==> src/design/txd_params.svh <==
/*
 * Register offsets, field positions and reset values of the transmitter
 * driver configuration bank.
 * Assumes it is included by bare name from design files.
 */
`ifndef TXD_PARAMS_SVH
`define TXD_PARAMS_SVH

// Register offsets (byte addresses of the 8-bit host port)
`define TXD_OFS_DRIVER_MODE 8'h28
`define TXD_OFS_CARRIER_AMPLITUDE 8'h29
`define TXD_OFS_TRANSMIT_CONTROL 8'h2a
`define TXD_OFS_TRANSMIT_CURRENT_TRIM 8'h2b

// Driver mode fields
`define TXD_DM_SECOND_INV_BIT 7
`define TXD_DM_FIRST_INV_BIT 6
`define TXD_DM_ENABLE_BIT 3
`define TXD_DM_CLK_MODE_MSB 2
`define TXD_DM_CLK_MODE_LSB 0
// Writable bits of driver mode; bits 5 and 4 reserved
`define TXD_DM_WRITE_MASK 8'hcf

// Carrier amplitude fields
`define TXD_AMP_REDUCTION_MSB 7
`define TXD_AMP_REDUCTION_LSB 6
`define TXD_AMP_RESIDUAL_MSB 4
`define TXD_AMP_RESIDUAL_LSB 0
// Writable bits of carrier amplitude; bit 5 reserved
`define TXD_AMP_WRITE_MASK 8'hdf

// Transmit control fields
`define TXD_TC_OVERSHOOT_MSB 7
`define TXD_TC_OVERSHOOT_LSB 4
`define TXD_TC_CW_MAX_BIT 3
`define TXD_TC_MOD_INV_BIT 2
`define TXD_TC_MOD_SRC_MSB 1
`define TXD_TC_MOD_SRC_LSB 0

// Transmit current trim fields
`define TXD_TI_OVERSHOOT_FIRST_MSB 7
`define TXD_TI_OVERSHOOT_FIRST_LSB 4
`define TXD_TI_LOAD_TRIM_MSB 3
`define TXD_TI_LOAD_TRIM_LSB 0

// Reset values
`define TXD_RST_DRIVER_MODE 8'h00
`define TXD_RST_CARRIER_AMPLITUDE 8'h00
`define TXD_RST_TRANSMIT_CONTROL 8'h00
`define TXD_RST_TRANSMIT_CURRENT_TRIM 8'h00

// Amplitude code meaning full carrier (no reduction applied)
`define TXD_AMP_MAXIMUM 3'h4

`endif

==> src/design/txd_pkg.sv <==
/*
 * Types of the transmitter driver configuration bank.
 * Assumes nothing beyond a SystemVerilog compiler.
 */
package txd_pkg;

	// Output style of the driver pins
	typedef enum logic [2:0] {
		TXD_CLK_OPEN_DRAIN = 3'h0,
		TXD_CLK_PUSH_PULL = 3'h1,
		TXD_CLK_HIGH_Z = 3'h2,
		TXD_CLK_UNSUP_A = 3'h3,
		TXD_CLK_FIX_HIGH = 3'h4,
		TXD_CLK_FIX_LOW = 3'h5,
		TXD_CLK_UNSUP_B = 3'h6,
		TXD_CLK_RESERVED = 3'h7
	} txd_clk_mode_e;

	// Modulation sources
	typedef enum logic [1:0] {
		TXD_SRC_NONE = 2'h0,
		TXD_SRC_ENVELOPE = 2'h1,
		TXD_SRC_EXTERNAL = 2'h2,
		TXD_SRC_RESERVED = 2'h3
	} txd_mod_src_e;

	// Host register port request
	typedef struct packed {
		logic [7:0] addr;
		logic [7:0] wdata;
		logic wr;
		logic rd;
	} txd_bus_req_s;

	// Configuration handed to the analog driver and modulation path
	typedef struct packed {
		logic first_output_invert;
		logic second_output_invert;
		logic driver_pins_enable;
		logic [2:0] driver_clock_mode;
		logic mode_unsupported;
		logic [2:0] amplitude_reduction;
		logic [4:0] residual_carrier;
		logic [3:0] overshoot_length;
		logic [3:0] overshoot_first_value;
		logic [3:0] load_current_trim;
	} txd_drv_cfg_s;

endpackage

==> src/design/txd_config_regs.sv <==
/*
 * Transmitter driver configuration register bank with its modulation
 * source selection and a plain digital model of the two driver pins.
 * Assumes a host port on clk_sys_i with one-cycle strobes, an external
 * serial modulation input from a pin and an envelope from local logic.
 * The analog driver takes cfg_o as levels; carrier timing, overshoot
 * timers and the load trim itself are handled on the analog side.
 */
`timescale 1ns/100ps
// Behaviour
// (RULE1) Bit 7 inverts second driver pin
// (RULE2) Bit 6 inverts first driver pin
// (RULE3) Bit 3 enables both driver pins
// (RULE4) Three-bit field selects driver output style
// (RULE5) Bits 7:6 choose one of four reductions
// (RULE6) Bits 4:0 set residual carrier percentage
// (RULE7) Carrier maximum bit overrides amplitude reduction
// (RULE8) Bits 7:4 give overshoot modulation length
// (RULE9) Bit 2 inverts selected modulation signal
// (RULE10) Source: none, envelope, external, reserved
// (RULE11) Trim bits 7:4 hold first overshoot value
// (RULE12) Trim bits 3:0 hold load current trim
// (RULE13) Reserved bits read zero, ignore writes
// (RULE14) Writes reach outputs on next edge; cfg_o does, but modulation_o and the driver pins follow one edge later
`include "txd_params.svh"

module txd_config_regs (
	input wire logic clk_sys_i,
	input wire logic resetn_i,
	input wire txd_pkg::txd_bus_req_s bus_i,
	output logic [7:0] rdata_o,
	input wire logic transmit_envelope_i,
	input wire logic external_signal_input_i,
	output txd_pkg::txd_drv_cfg_s cfg_o,
	output logic modulation_o,
	output logic first_driver_pin_o,
	output logic second_driver_pin_o
);
	import txd_pkg::*;

	// Stored register contents
	logic [7:0] driver_mode;
	logic [7:0] carrier_amplitude;
	logic [7:0] transmit_control;
	logic [7:0] transmit_current_trim;
	// External input synchroniser stages
	logic ext_meta;
	logic ext_sync;
	// Modulation chosen before inversion
	logic next_modulation;
	// Modulation after the optional inversion, shared by pins and output
	logic next_mod_inv;

	// Address match for a write strobe; shared by every register process
	// and by the assertions so that all of them decode the same way
	function automatic logic hit(input txd_bus_req_s r, input logic [7:0] a);
		hit = r.wr && (r.addr == a);
	endfunction

	// Driver mode register, reserved bits masked off
	// Masking at write time keeps the reserved bits zero for readback
	// and for the field decode alike, so no read-side mask is needed
	always_ff @(posedge clk_sys_i or negedge resetn_i) begin
		if (!resetn_i) begin
			driver_mode <= `TXD_RST_DRIVER_MODE;
		end else if (hit(bus_i, `TXD_OFS_DRIVER_MODE)) begin
			driver_mode <= bus_i.wdata & `TXD_DM_WRITE_MASK; // see (RULE13) (RULE14)
		end
	end

	// Carrier amplitude register, bit 5 masked off
	// Reduction and residual carrier share this byte
	always_ff @(posedge clk_sys_i or negedge resetn_i) begin
		if (!resetn_i) begin
			carrier_amplitude <= `TXD_RST_CARRIER_AMPLITUDE;
		end else if (hit(bus_i, `TXD_OFS_CARRIER_AMPLITUDE)) begin
			carrier_amplitude <= bus_i.wdata & `TXD_AMP_WRITE_MASK; // see (RULE13)
		end
	end

	// Transmit control register
	// Every bit is writable: overshoot, carrier max, inversion, source
	always_ff @(posedge clk_sys_i or negedge resetn_i) begin
		if (!resetn_i) begin
			transmit_control <= `TXD_RST_TRANSMIT_CONTROL;
		end else if (hit(bus_i, `TXD_OFS_TRANSMIT_CONTROL)) begin
			transmit_control <= bus_i.wdata; // see (RULE14)
		end
	end

	// Transmit current trim register
	// Holds the first overshoot value and the load current trim
	always_ff @(posedge clk_sys_i or negedge resetn_i) begin
		if (!resetn_i) begin
			transmit_current_trim <= `TXD_RST_TRANSMIT_CURRENT_TRIM;
		end else if (hit(bus_i, `TXD_OFS_TRANSMIT_CURRENT_TRIM)) begin
			transmit_current_trim <= bus_i.wdata; // see (RULE14)
		end
	end

	// Read data, one cycle after the read strobe; unmapped reads zero
	// Zero outside the answer cycle so stale data never lingers
	always_ff @(posedge clk_sys_i or negedge resetn_i) begin
		if (!resetn_i) begin
			rdata_o <= 8'h00;
		end else if (bus_i.rd) begin
			case (bus_i.addr)
				`TXD_OFS_DRIVER_MODE: rdata_o <= driver_mode;
				`TXD_OFS_CARRIER_AMPLITUDE: rdata_o <= carrier_amplitude;
				`TXD_OFS_TRANSMIT_CONTROL: rdata_o <= transmit_control;
				`TXD_OFS_TRANSMIT_CURRENT_TRIM: begin
					rdata_o <= transmit_current_trim;
				end
				default: rdata_o <= 8'h00;
			endcase
		end else begin
			rdata_o <= 8'h00;
		end
	end

	// Field decode toward the analog driver
	// Register fields wired through, apart from the unsupported flag and the carrier maximum override; the clock mode code passes raw
	always_comb begin
		cfg_o.second_output_invert = driver_mode[`TXD_DM_SECOND_INV_BIT]; // see (RULE1)
		cfg_o.first_output_invert = driver_mode[`TXD_DM_FIRST_INV_BIT]; // see (RULE2)
		cfg_o.driver_pins_enable = driver_mode[`TXD_DM_ENABLE_BIT]; // see (RULE3)
		cfg_o.driver_clock_mode =
			driver_mode[`TXD_DM_CLK_MODE_MSB:`TXD_DM_CLK_MODE_LSB]; // see (RULE4)
		// Flag the two unsupported codes for the analog side
		case (txd_clk_mode_e'(cfg_o.driver_clock_mode))
			TXD_CLK_UNSUP_A, TXD_CLK_UNSUP_B: begin
				cfg_o.mode_unsupported = 1'b1; // see (RULE4)
			end
			default: cfg_o.mode_unsupported = 1'b0;
		endcase
		// Carrier maximum overrides the reduction code
		if (transmit_control[`TXD_TC_CW_MAX_BIT]) begin
			cfg_o.amplitude_reduction = `TXD_AMP_MAXIMUM; // see (RULE7)
		end else begin
			cfg_o.amplitude_reduction = {1'b0, carrier_amplitude[
				`TXD_AMP_REDUCTION_MSB:`TXD_AMP_REDUCTION_LSB]}; // see (RULE5)
		end
		cfg_o.residual_carrier = carrier_amplitude[
			`TXD_AMP_RESIDUAL_MSB:`TXD_AMP_RESIDUAL_LSB]; // see (RULE6)
		cfg_o.overshoot_length = transmit_control[
			`TXD_TC_OVERSHOOT_MSB:`TXD_TC_OVERSHOOT_LSB]; // see (RULE8)
		cfg_o.overshoot_first_value = transmit_current_trim[
			`TXD_TI_OVERSHOOT_FIRST_MSB:`TXD_TI_OVERSHOOT_FIRST_LSB]; // see (RULE11)
		cfg_o.load_current_trim = transmit_current_trim[
			`TXD_TI_LOAD_TRIM_MSB:`TXD_TI_LOAD_TRIM_LSB]; // see (RULE12)
	end

	// Two-stage synchroniser for the external serial input pin
	// Only the second stage is read, the first may be metastable
	always_ff @(posedge clk_sys_i or negedge resetn_i) begin
		if (!resetn_i) begin
			ext_meta <= 1'b0;
			ext_sync <= 1'b0;
		end else begin
			ext_meta <= external_signal_input_i;
			ext_sync <= ext_meta;
		end
	end

	// Source selection
	// The reserved source code acts as no modulation, so a stray write
	// cannot key the carrier from an undefined signal
	always_comb begin
		case (txd_mod_src_e'(transmit_control[
				`TXD_TC_MOD_SRC_MSB:`TXD_TC_MOD_SRC_LSB]))
			TXD_SRC_ENVELOPE: begin
				// Envelope from local framing logic, same clock
				next_modulation = transmit_envelope_i; // see (RULE10)
			end
			TXD_SRC_EXTERNAL: begin
				// Serial pin, taken after its synchroniser
				next_modulation = ext_sync; // see (RULE10)
			end
			default: begin
				// No modulation and the reserved code
				next_modulation = 1'b0; // see (RULE10)
			end
		endcase
		// Inversion applies after the source choice
		next_mod_inv = next_modulation ^
			transmit_control[`TXD_TC_MOD_INV_BIT]; // see (RULE9)
	end

	// Registered modulation toward the analog modulator
	// Flopping it keeps glitches of the source multiplexer off the path
	always_ff @(posedge clk_sys_i or negedge resetn_i) begin
		if (!resetn_i) begin
			// Quiet carrier while in reset
			modulation_o <= 1'b0;
		end else begin
			modulation_o <= next_mod_inv; // see (RULE9)
		end
	end

	// Driver pin levels: modulation with per-pin inversion, both pins
	// gated by the one enable bit so they switch on and off together
	always_ff @(posedge clk_sys_i or negedge resetn_i) begin
		if (!resetn_i) begin
			// Both pins idle low while in reset
			first_driver_pin_o <= 1'b0;
			second_driver_pin_o <= 1'b0;
		end else begin
			// First pin, own inversion, common enable
			first_driver_pin_o <= (next_mod_inv ^
				cfg_o.first_output_invert) &
				cfg_o.driver_pins_enable; // see (RULE2) (RULE3)
			// Second pin, own inversion, common enable
			second_driver_pin_o <= (next_mod_inv ^
				cfg_o.second_output_invert) &
				cfg_o.driver_pins_enable; // see (RULE1) (RULE3)
		end
	end

	// Assertions
	// Reserved bits never hold a one
	AST_RESERVED_DM: assert property ( // see (RULE13)
		@(posedge clk_sys_i) disable iff (!resetn_i)
		driver_mode[5:4] == 2'h0)
		else $error("driver mode reserved set");
	AST_RESERVED_AMP: assert property ( // see (RULE13)
		@(posedge clk_sys_i) disable iff (!resetn_i)
		carrier_amplitude[5] == 1'b0)
		else $error("amp reserved set");
	// A write reaches the decoded fields on the next edge
	AST_WRITE_DM: assert property ( // see (RULE3)
		@(posedge clk_sys_i) disable iff (!resetn_i)
		hit(bus_i, `TXD_OFS_DRIVER_MODE) |=>
		cfg_o.driver_pins_enable == $past(bus_i.wdata[3]))
		else $error("enable not updated");
	AST_WRITE_TC: assert property ( // see (RULE8)
		@(posedge clk_sys_i) disable iff (!resetn_i)
		hit(bus_i, `TXD_OFS_TRANSMIT_CONTROL) |=>
		cfg_o.overshoot_length == $past(bus_i.wdata[7:4]))
		else $error("overshoot not updated");
	AST_WRITE_AMP: assert property ( // see (RULE6)
		@(posedge clk_sys_i) disable iff (!resetn_i)
		hit(bus_i, `TXD_OFS_CARRIER_AMPLITUDE) |=>
		cfg_o.residual_carrier == $past(bus_i.wdata[4:0]))
		else $error("residual carrier not updated");
	AST_WRITE_T1: assert property ( // see (RULE11)
		@(posedge clk_sys_i) disable iff (!resetn_i)
		hit(bus_i, `TXD_OFS_TRANSMIT_CURRENT_TRIM) |=>
		cfg_o.overshoot_first_value == $past(bus_i.wdata[7:4]))
		else $error("first overshoot not updated");
	AST_WRITE_TRIM: assert property ( // see (RULE12)
		@(posedge clk_sys_i) disable iff (!resetn_i)
		hit(bus_i, `TXD_OFS_TRANSMIT_CURRENT_TRIM) |=>
		cfg_o.load_current_trim == $past(bus_i.wdata[3:0]))
		else $error("load trim not updated");
	// Carrier maximum overrides, otherwise the reduction code passes
	AST_CWMAX: assert property ( // see (RULE7)
		@(posedge clk_sys_i) disable iff (!resetn_i)
		transmit_control[3] |-> cfg_o.amplitude_reduction == 3'h4)
		else $error("cw max ignored");
	AST_REDUCTION: assert property ( // see (RULE5)
		@(posedge clk_sys_i) disable iff (!resetn_i)
		!transmit_control[3] |-> cfg_o.amplitude_reduction[1:0] ==
		carrier_amplitude[7:6])
		else $error("reduction wrong");
	// Modulation sources and inversion, one flop behind the choice
	AST_SRC_NONE: assert property ( // see (RULE9)
		@(posedge clk_sys_i) disable iff (!resetn_i)
		transmit_control[1:0] == 2'h0 && $stable(transmit_control) |=>
		modulation_o == $past(transmit_control[2]))
		else $error("none src");
	AST_SRC_ENV: assert property ( // see (RULE10)
		@(posedge clk_sys_i) disable iff (!resetn_i)
		transmit_control[1:0] == 2'h1 |=> modulation_o ==
		($past(transmit_envelope_i) ^ $past(transmit_control[2])))
		else $error("envelope src");
	AST_SRC_EXT: assert property ( // see (RULE10)
		@(posedge clk_sys_i) disable iff (!resetn_i)
		transmit_control[1:0] == 2'h2 |=> modulation_o ==
		($past(ext_sync) ^ $past(transmit_control[2])))
		else $error("external src");
	// Readback of the trim register
	AST_READBACK: assert property ( // see (RULE12)
		@(posedge clk_sys_i) disable iff (!resetn_i)
		bus_i.rd && bus_i.addr == `TXD_OFS_TRANSMIT_CURRENT_TRIM |=>
		rdata_o == $past(transmit_current_trim))
		else $error("readback");
	// Pins follow the enable and their own inversion
	AST_PIN2_OFF: assert property ( // see (RULE3)
		@(posedge clk_sys_i) disable iff (!resetn_i)
		!driver_mode[3] |=> !second_driver_pin_o)
		else $error("pin2 on");
	AST_PIN1_OFF: assert property ( // see (RULE3)
		@(posedge clk_sys_i) disable iff (!resetn_i)
		!driver_mode[3] |=> !first_driver_pin_o)
		else $error("pin1 on");
	AST_PIN1_LEVEL: assert property ( // see (RULE2)
		@(posedge clk_sys_i) disable iff (!resetn_i)
		driver_mode[3] |=>
		first_driver_pin_o == (modulation_o ^ $past(driver_mode[6])))
		else $error("pin1 level");
	AST_PIN2_LEVEL: assert property ( // see (RULE1)
		@(posedge clk_sys_i) disable iff (!resetn_i)
		driver_mode[3] |=>
		second_driver_pin_o == (modulation_o ^ $past(driver_mode[7])))
		else $error("pin2 level");
	// Both unsupported clock mode codes are flagged
	AST_UNSUP: assert property ( // see (RULE4)
		@(posedge clk_sys_i) disable iff (!resetn_i)
		driver_mode[2:0] == 3'h6 |-> cfg_o.mode_unsupported)
		else $error("unsupported code missed");
	AST_UNSUP_LOW: assert property ( // see (RULE4)
		@(posedge clk_sys_i) disable iff (!resetn_i)
		driver_mode[2:0] == 3'h3 |-> cfg_o.mode_unsupported)
		else $error("unsupported code missed");

	// Main scenarios reached
	COV_CWMAX: cover property (@(posedge clk_sys_i) disable iff (!resetn_i)
		hit(bus_i, `TXD_OFS_TRANSMIT_CONTROL) && bus_i.wdata[3]);
	COV_EXT: cover property (@(posedge clk_sys_i) disable iff (!resetn_i)
		transmit_control[1:0] == 2'h2 && modulation_o);
	COV_READ: cover property (@(posedge clk_sys_i) disable iff (!resetn_i)
		bus_i.rd ##1 rdata_o != 8'h00);
	COV_UNSUP: cover property (@(posedge clk_sys_i) disable iff (!resetn_i)
		cfg_o.mode_unsupported);
	COV_PIN_ON: cover property (@(posedge clk_sys_i) disable iff (!resetn_i)
		first_driver_pin_o && driver_mode[3]);

endmodule

==> config.mk <==
export PLATFORM = sky130hd
export DESIGN_NAME = txd_config_regs
export DESIGN_NICKNAME = d
export VERILOG_FILES = /design/src/design/txd_pkg.sv /design/src/design/txd_config_regs.sv
export VERILOG_INCLUDE_DIRS = /design/src /design/src/design
export SDC_FILE = /design/constraint.sdc
export NUM_CORES = 1
export LEC_CHECK = 0
export BUFFER_PORTS_ARGS = -buffer_cell sky130_fd_sc_hd__buf_2
export CORE_ASPECT_RATIO = 1.75
export CORE_MARGIN = 5
export CORE_UTILIZATION = 30
export CTS_CLUSTER_SIZE = 30
export DETAILED_ROUTE_END_ITERATION = 7
export HOLD_SLACK_MARGIN = 0.02
export MAX_ROUTING_LAYER = met4
export PLACE_DENSITY_LB_ADDON = 0.08
export SLEW_MARGIN = 0
export SYNTH_ARGS = -nofsm -noshare
export SYNTH_HDL_FRONTEND = slang
export SYNTH_SLANG_ARGS = --single-unit
==> constraint.sdc <==
create_clock -name clk_sys_i -period 2.4 [get_ports clk_sys_i]
set_clock_uncertainty 0.05 [all_clocks]
set_input_delay 0.48 -clock clk_sys_i [delete_from_list [all_inputs] [get_ports clk_sys_i]]
set_output_delay 0.48 -clock clk_sys_i [all_outputs]
set_load 0.05 [all_outputs]
==> run_results.csv, run 1 <==
group,metric,value,unit
die,ios,60,
clock_tree,path_clk_slew,0.07,ns
critical_path,crit_arrival,1.25,ns
placed_design,routabilityCongestion,0.6999,
clock_tree,cts.htree.levels,2,
pwr,p_total,1647,uW
finish,area_delta_synth_final,23.24,%
critical_path,reg2reg_depth,5,
logic_synthesis,synth_most_common_cell,"dfrtp_1",
clock_tree,ctsRootBufferMaster,"clkbuf_16",
pwr,power_density,660.0,mW/mm^2
critical_path,reg2reg_slack,0.73,ns
finish,nFillCells,670,
finish,finalInstanceArea,0.002495,sq mm
critical_path,critical_path.endpoint_type,"output port",
detailed_routing,wl_per_cell,17.49,um
finish,final_cells,279,
detailed_routing,met3_length,208,um
critical_path,required,1.87,ns
critical_path,worst-path-stages,3,
sta,finalSetupTns,0,ns
clock_tree,ctsHoldBuffers,0,
critical_path,cpPeakStageDelay,0.42,ns
sta,slew_headroom,68.69,%
logic_synthesis,syn_area,0.002024,sq mm
pwr,power_frac_comb,13.3,%
logic_synthesis,ys_seq_elements,42,
global_route,grt_max_degree,22,
die,fp-row-count,39,
logic_synthesis,yosysSeqAreaShare,51.92,%
placed_design,io_buffers,59,
placed_design,hpwl,3792,um
clock_tree,post_cts_buffers,0,
pwr,p_switching,451.0,uW
flow_run,maxCapViolCount,0,
sta,finalSetupViolCount,0,
logic_synthesis,syn_inst,141,
detailed_routing,vias,1353,
detailed_routing,wl_met1,1990,um
finish,seqCellArea,0.001051,sq mm
logic_synthesis,yosys.area.top_type_share,51.92,%
logic_synthesis,syn_avg_cell_area,14.36,sq um
pwr,clkPwrFrac,40.5,%
finish,multiInputGateArea,858.3,sq um
global_route,overflow,0,
critical_path,crit_end,"cfg_o[20]",
pwr,p_int,1196,uW
die,fp.dieArea,0.008556,sq mm
detailed_routing,drt_iter0_markers,73,
detailed_routing,maxUsedRoutingLayer,"met4",
die,start_util,30.96,%
critical_path,critPathTopFamily,"flip-flops",
detailed_routing,wl,4881,um
global_route,antenna_found_initial,0,
critical_path,reg2reg_from,"transmit_control[0]",
pwr,cellLeakagePower,0.001285,uW
detailed_routing,first_pass_iters,4,
critical_path,cp-startpoint,"driver_mode[2]",
sta,slew_viol_final,0,
run_status,status,"completed",
sta,hold_ws,0.08880,ns
clock_tree,cts_resized,0,
detailed_routing,ant_nets,0,
pwr,netSwitchingFraction,27.39,%
finish,diodes,0,
sta,rsz0062_at_grt,"false",
logic_synthesis,synth_edf_count,0,
logic_synthesis,syn_nets,165,
critical_path,worstSetupStartpointType,"flop",
finish,final_nets,220,
sta,period_share,74.03,%
die,core,0.006539,sq mm
clock_tree,clockBufferDepth,2,
critical_path,crit_type,"reg2out",
sta,fin_crit,1.777,ns
logic_synthesis,synth_top_cell_by_area,"dfrtp_1",
logic_synthesis,ys.flop_type,"dfrtp_1",
sta,worstMarginPinSlew,0.4697,ns
global_route,grt_pass1_vias,1502,
pwr,vdd_drop_max,0.2714,mV
sta,hold_viol,0,
logic_synthesis,ys_warn_count,0,
die,die_h,118.7,um
sta,fmax,0.5629,GHz
die,die_w,72.10,um
critical_path,r2r_end,"second_driver_pin_o",
detailed_routing,post_drt_via_cell_ratio,4.849,
global_route,grt_util_all_layers,12.70,%
clock_tree,cts_tree,"done",
logic_synthesis,yosys-top-cells-count,"dfrtp_1, mux2_2, buf_4",
clock_tree,clock_sinks,42,
critical_path,cp_num_buf_inv,1,
clock_tree,clk_latency,0.29,ns
detailed_routing,dr_wl_met2,2607,um
logic_synthesis,synth_area_leaders,"dfrtp_1, mux2_2, mux4_2",
placed_design,placed_area,0.002349,sq mm
placed_design,place_inst,271,
logic_synthesis,ys_types,34,
critical_path,slowest_stage,"dfrtp_1",
detailed_routing,drc_errors,0,
hold_path,hold_class,"in2async",
finish,drive_gt1_share,57.87,%
critical_path,cp_max_fo,4,
global_route,grt_pass1_wl,8155,um
critical_path,path_cells,"xor2_1, and2_1, buf_2",
logic_synthesis,synthArstFlopShare,100.0,%
clock_tree,numCtsBuffers,5,
pwr,pwr-share-seq,46.2,%
routing by layer:
| metal | vias to the layer above | track usage (%) |
|---|---|---|
| met5 | - | - |
| met4 | 0 | 4.588 |
| met3 | 7 | 2.294 |
| met2 | 43 | 21.40 |
| met1 | 686 | 14.79 |
| li1 | 617 | - |
per-stage QoR:
| stage | setup WS, ns | util (%) |
|---|---|---|
| 3_5_place_dp | 0.3176 | 35.92 |
| 2_1_floorplan | 0.5680 | - |
| 6_report | 0.6234 | 38.16 |
| 3_3_place_gp | 0.3600 | 35.92 |
| 4_1_cts | 0.6086 | 38.16 |
| 5_1_grt | 0.5329 | 38.16 |
cell type report:
| cell class | count | share of cell area [%] |
|---|---|---|
| flip-flops and latches | 42 | 42.13 |
| multi-input cells | 81 | 34.40 |
| inverters | 3 | 0.4514 |
| well taps | 82 | 4.112 |
| repair buffers | 63 | 13.04 |
| clock inverters | 3 | 0.8526 |
| clock buffers | 5 | 5.015 |
cell families after synthesis:
group,Yosys count,synth area share (%)
adder cells (fa/ha/maj),2,1.236
AO/OA/AOI/OAI,8,3.152
flip-flops,42,51.92
multiplexers,37,25.15
AND/OR/NAND/NOR,32,11.99
buffers and inverters,18,5.686
XOR/XNOR,2,0.8654
state kept, by name (all words and copies together), names as in the netlist:
signal	count
rdata_o	8
modulation_o	1
transmit_current_trim	8
first_driver_pin_o	1
carrier_amplitude	7
ext_meta	1
driver_mode	6
transmit_control	8
second_driver_pin_o	1
ext_sync	1
layout by cell type (no fill, tap or decap), drive strengths merged, types with 2 or more instances in the layout:
| master | Yosys | final |
|---|---|---|
| nand2 | 3 | 3 |
| nand3 | 4 | 4 |
| nand3b | 3 | 3 |
| clkinv | 0 | 2 |
| ha | 2 | 2 |
| buf | 13 | 63 |
| mux4 | 6 | 6 |
| nor2b | 9 | 9 |
| dfrtp | 42 | 42 |
| nor2 | 2 | 2 |
| inv | 3 | 3 |
| o2111ai | 2 | 2 |
| clkbuf | 2 | 5 |
| mux2 | 30 | 30 |
| or3b | 2 | 2 |
| a211o | 2 | 2 |
how the worst min path moves through the flow:
stage / endpoint / depth (start not counted) / start
4_1_cts: rdata_o[3] / 1 / resetn_i
2_1_floorplan: carrier_amplitude[0] / 0 / resetn_i
3_5_place_dp: ext_sync / 0 / ext_meta
3_3_place_gp: ext_sync / 0 / ext_meta
5_1_grt: rdata_o[3] / 1 / resetn_i
6_report: rdata_o[3] / 1 / resetn_i
power by group through the flow:
stage               logic, uW  clock network, uW  registers (uW)
global route              236                718             765
global placement          221                  0             773
CTS                       224                687             761
floorplan                 117                  0             808
finish                    219                667             760
detailed placement        224                  0             774
No activity file was read; power rests on OpenSTA's default activity.
==> inputs of run 2 (changes only) <==
Clock period 2.4 ns to 1.7 ns, I/O delays scaled along.
==> run_results.csv, run 2 (synthesis results as in run 1) <==
group,metric,value,unit
sta,fin_ws,0.06558,ns
finish,final_nets,229,
critical_path,crit_type,"reg2out",
finish,finalInstanceArea,0.002608,sq mm
sta,slew_headroom,70.61,%
die,start_util,30.96,%
pwr,vdd_drop_max,0.3892,mV
critical_path,worstSetupStartpointType,"flop",
detailed_routing,ant_nets,0,
global_route,overflow,0,
detailed_routing,vias,1369,
clock_tree,ctsRootBufferMaster,"clkbuf_16",
die,core,0.006539,sq mm
detailed_routing,met3_length,186,um
critical_path,critical_path.endpoint_type,"output port",
placed_design,hpwl,3967,um
clock_tree,numCtsBuffers,5,
sta,worstMarginPinSlew,0.4409,ns
finish,finish.utilization,39.88,%
sta,finalSetupViolCount,0,
placed_design,routabilityCongestion,0.7032,
clock_tree,cts_tree,"done",
pwr,cellLeakagePower,0.001343,uW
pwr,power_density,962.7,mW/mm^2
sta,period_share,96.14,%
die,fp.dieArea,0.008556,sq mm
detailed_routing,wl,5094,um
finish,diodes,0,
die,ios,60,
finish,nFillCells,661,
global_route,grt_util_all_layers,13.34,%
global_route,grt_max_degree,26,
finish,multiInputGateArea,858.3,sq um
global_route,grt_pass1_wl,8335,um
flow_run,maxCapViolCount,0,
detailed_routing,wl_per_cell,17.69,um
finish,final_cell_mix,"buf_2, dfrtp_1, mux2_2, buf_4, nor2b_1",
hold_path,hold_class,"in2reg",
clock_tree,cts.htree.levels,2,
finish,seqCellArea,0.001052,sq mm
global_route,grt_pass1_vias,1524,
placed_design,placed_area,0.002422,sq mm
finish,drive_gt1_share,59.22,%
clock_tree,clockBufferDepth,2,
detailed_routing,dr_wl_met2,2827,um
critical_path,crit_arrival,1.24,ns
die,fp-row-count,39,
critical_path,cp_max_fo,4,
detailed_routing,drt_iter0_markers,68,
detailed_routing,drc_errors,0,
finish,top_regs,"rdata_o x8, transmit_control x8, transmit_current_trim x8",
detailed_routing,maxUsedRoutingLayer,"met4",
sta,fmax,0.6118,GHz
sta,finalSetupTns,0,ns
pwr,p_total,2510,uW
sta,fin_crit,1.634,ns
placed_design,io_buffers,59,
placed_design,dp_slack,-0.1189,ns
clock_tree,clock_sinks,42,
die,die_h,118.7,um
finish,layout_commonest_cell,"buf_2",
sta,slew_viol_final,0,
sta,hold_viol,0,
sta,rsz0062_at_grt,"false",
detailed_routing,post_drt_via_cell_ratio,4.753,
run_status,status,"completed",
detailed_routing,first_pass_iters,2,
critical_path,required,1.31,ns
clock_tree,path_clk_slew,0.06,ns
finish,area_delta_synth_final,28.80,%
global_route,antenna_found_initial,0,
die,die_w,72.10,um
detailed_routing,wl_met1,2001,um
clock_tree,clk_latency,0.28,ns
==> run 2: cell types whose count changed in the layout (fill, tap and decap cells not counted), sizes merged <==
cell,previous run,this run
clkinv,2,0
clkbuf,5,8
clkinvlp,1,0
dlygate4sd3,0,1
buf,63,70
bufinv,0,1
==> run 2: repair_timing <==
| item | 4_1_cts | 5_1_grt |
|---|---|---|
| hold buffers | 1 | 0 |
| endpoints found under the hold margin | 17 | 0 |
| endpoints found under the setup margin | 0 | 1 |
| buffers inserted | 0 | 0 |
| gates resized for setup | 0 | 1 |
==> run 2: worst max-delay path, cell delays in order (launching register included) <==
cell      delay, ns
dfrtp_1        0.43
xor2_1         0.17
and2_1         0.16
clkbuf_4       0.21
==> run 2: final cells by class <==
type,count,share of cell area (%)
Timing Repair Buffer,72,15.74
Sequential cell,42,40.36
Clock inverter,1,1.152
Clock buffer,7,5.470
Tap cell,82,3.935
Inverter,3,0.4319
Multi-Input combinational cell,81,32.92
==> run 2: report_power, final <==
part	internal [uW]	leakage, uW	total [uW]	switching [uW]
Combinational	120	0.000684	329	209
Sequential	1040	0.000575	1070	34.5
Clock	734	0.0000841	1110	376
Total	1890	0.00134	2510	619
==> run 2: worst paths after layout <==
check,startpoint,end,slack (ns),depth (start not counted)
max in group asynchronous,resetn_i,transmit_current_trim[4],0.63,3
min,external_signal_input_i,ext_meta,0.12,1
min in group asynchronous,resetn_i,rdata_o[7],0.48,2
min reg2reg,ext_meta,ext_sync,0.31,0
max,driver_mode[2],cfg_o[20],0.07,3
max reg2reg,transmit_control[0],second_driver_pin_o,0.16,5
==> run 2: through the flow <==
stage          cells  hold WS (ns)
2_1_floorplan    141     -0.005591
3_3_place_gp     279        0.2514
3_5_place_dp     279        0.2564
4_1_cts          288        0.1129
5_1_grt          288        0.1070
6_report         288        0.1156
==> run 2: layer usage <==
| metal | vias up | track usage, % |
|---|---|---|
| met5 | - | - |
| met3 | 6 | 2.549 |
| met2 | 38 | 23.00 |
| met1 | 699 | 14.75 |
| met4 | 0 | 5.294 |
| li1 | 626 | - |
==> inputs of run 3 (changes only) <==
Settings changed: REMOVE_ABC_BUFFERS from default to 1.
==> run_results.csv, run 3 (synthesis results as in run 1) <==
group,metric,value,unit
finish,area_delta_synth_final,27.87,%
die,fp.dieArea,0.008556,sq mm
sta,fmax,0.6167,GHz
clock_tree,path_clk_slew,0.06,ns
clock_tree,cts_tree,"done",
clock_tree,clockBufferDepth,2,
finish,finalInstanceArea,0.002589,sq mm
critical_path,crit_arrival,1.23,ns
detailed_routing,drt_iter0_markers,49,
detailed_routing,wl,4920,um
sta,worstMarginPinSlew,0.4575,ns
sta,fin_crit,1.622,ns
placed_design,place_inst,279,
hold_path,hold_class,"in2reg",
hold_path,hold_path.startpoint,"external_signal_input_i",
critical_path,cp_max_fo,4,
pwr,vdd_drop_max,0.3594,mV
critical_path,required,1.31,ns
clock_tree,clk_latency,0.28,ns
hold_path,min_path_cells,1,
clock_tree,post_cts_buffers,0,
finish,nFillCells,654,
pwr,cellLeakagePower,0.001335,uW
critical_path,worstSetupStartpointType,"flop",
sta,finalSetupViolCount,0,
critical_path,crit_type,"reg2out",
critical_path,reg2reg_depth,3,
global_route,grt_pass1_wl,8128,um
die,ios,60,
global_route,grt_util_all_layers,12.85,%
placed_design,dp_slack,-0.1114,ns
critical_path,critical_path.endpoint_type,"output port",
detailed_routing,drc_errors,0,
finish,layout_commonest_cell,"buf_2",
finish,final_nets,229,
finish,final_cell_mix,"buf_2, dfrtp_1, mux2_2, buf_4, nor2b_1",
die,die_w,72.10,um
clock_tree,numCtsBuffers,5,
placed_design,routabilityCongestion,0.7491,
die,die_h,118.7,um
clock_tree,cts.htree.levels,2,
detailed_routing,first_pass_iters,4,
detailed_routing,vias,1361,
critical_path,r2r_end,"first_driver_pin_o",
sta,hold_viol,0,
die,start_util,30.96,%
global_route,antenna_found_initial,0,
placed_design,placed_area,0.002421,sq mm
sta,fin_ws,0.07843,ns
sta,period_share,95.39,%
sta,slew_headroom,69.50,%
clock_tree,ctsRootBufferMaster,"clkbuf_16",
critical_path,reg2reg_slack,0.21,ns
global_route,overflow,0,
clock_tree,clock_sinks,42,
pwr,power_density,920.0,mW/mm^2
die,core,0.006539,sq mm
finish,top_regs,"rdata_o x8, transmit_control x8, transmit_current_trim x8",
detailed_routing,ant_nets,0,
hold_path,holdPathEnd,"ext_meta",
placed_design,io_buffers,59,
sta,rsz0062_at_grt,"false",
finish,final_cells,288,
critical_path,reg2reg_from,"driver_mode[3]",
detailed_routing,post_drt_via_cell_ratio,4.726,
run_status,status,"completed",
sta,slew_viol_final,0,
placed_design,hpwl,3835,um
sta,finalSetupTns,0,ns
flow_run,maxCapViolCount,0,
global_route,grt_pass1_vias,1575,
finish,drive_gt1_share,59.22,%
finish,diodes,0,
global_route,grt_max_degree,25,
detailed_routing,wl_per_cell,17.08,um
die,fp-row-count,39,
==> run 3: critical path: stages (launching register included) <==
cell,delay [ns]
dfrtp_1,0.42
xor2_1,0.17
and2_1,0.15
clkbuf_4,0.20
==> run 3: what timing repair did <==
item	CTS	global route
endpoints found under the hold margin	18	0
hold buffers	1	0
gates resized for setup	0	2
setup endpoints to repair	0	2
==> run 3: worst max-delay path by stage <==
stage                                   start                    to  slack, ns
final                          driver_mode[2]             cfg_o[20]       0.08
after global routing           driver_mode[2]             cfg_o[20]      0.009
after CTS                      driver_mode[2]             cfg_o[20]       0.05
after detailed placement            bus_i[17]  carrier_amplitude[3]      -0.11
after global placement              bus_i[17]  carrier_amplitude[6]      -0.07
after floorplan           transmit_control[3]             cfg_o[17]      -0.04
==> run 3: report_power, final <==
group	switching [uW]	internal, uW
registers	33.5	1040
clock network	395	589
logic	208	120
total	636	1750
==> run 3: per-layer routing <==
layer  up-vias  global-route usage (%)  routed length (um)  share of wire [%]
li1        626                       -                   -                  -
met1       684                   13.79                1949                 40
met2        43                   22.55                2694                 55
met3         8                   2.889                 194                3.9
met4         0                   4.588                  81                1.6
met5         -                       -                   0                  0
==> run 3: cell type report <==
cell class	instances	area (sq um)	area share [%]
tap	82	102.6	3.963
timing repair buffer	72	410.4	15.85
sequential	42	1051	40.60
multi-input combinational	81	858.3	33.16
clock inverter	2	16.27	0.6283
clock buffer	6	138.9	5.365
inverter	3	11.26	0.4350
==> run 3: stage by stage <==
step / power, uW / utilization (%) / hold slack, ns
floorplan: 1279 / - / -0.005591
global placement: 1415 / 37.03 / 0.2556
detailed placement: 1421 / 37.03 / 0.2683
CTS: 2421 / 39.55 / 0.1109
global route: 2491 / 39.59 / 0.1091
finish: 2382 / 39.59 / 0.1200
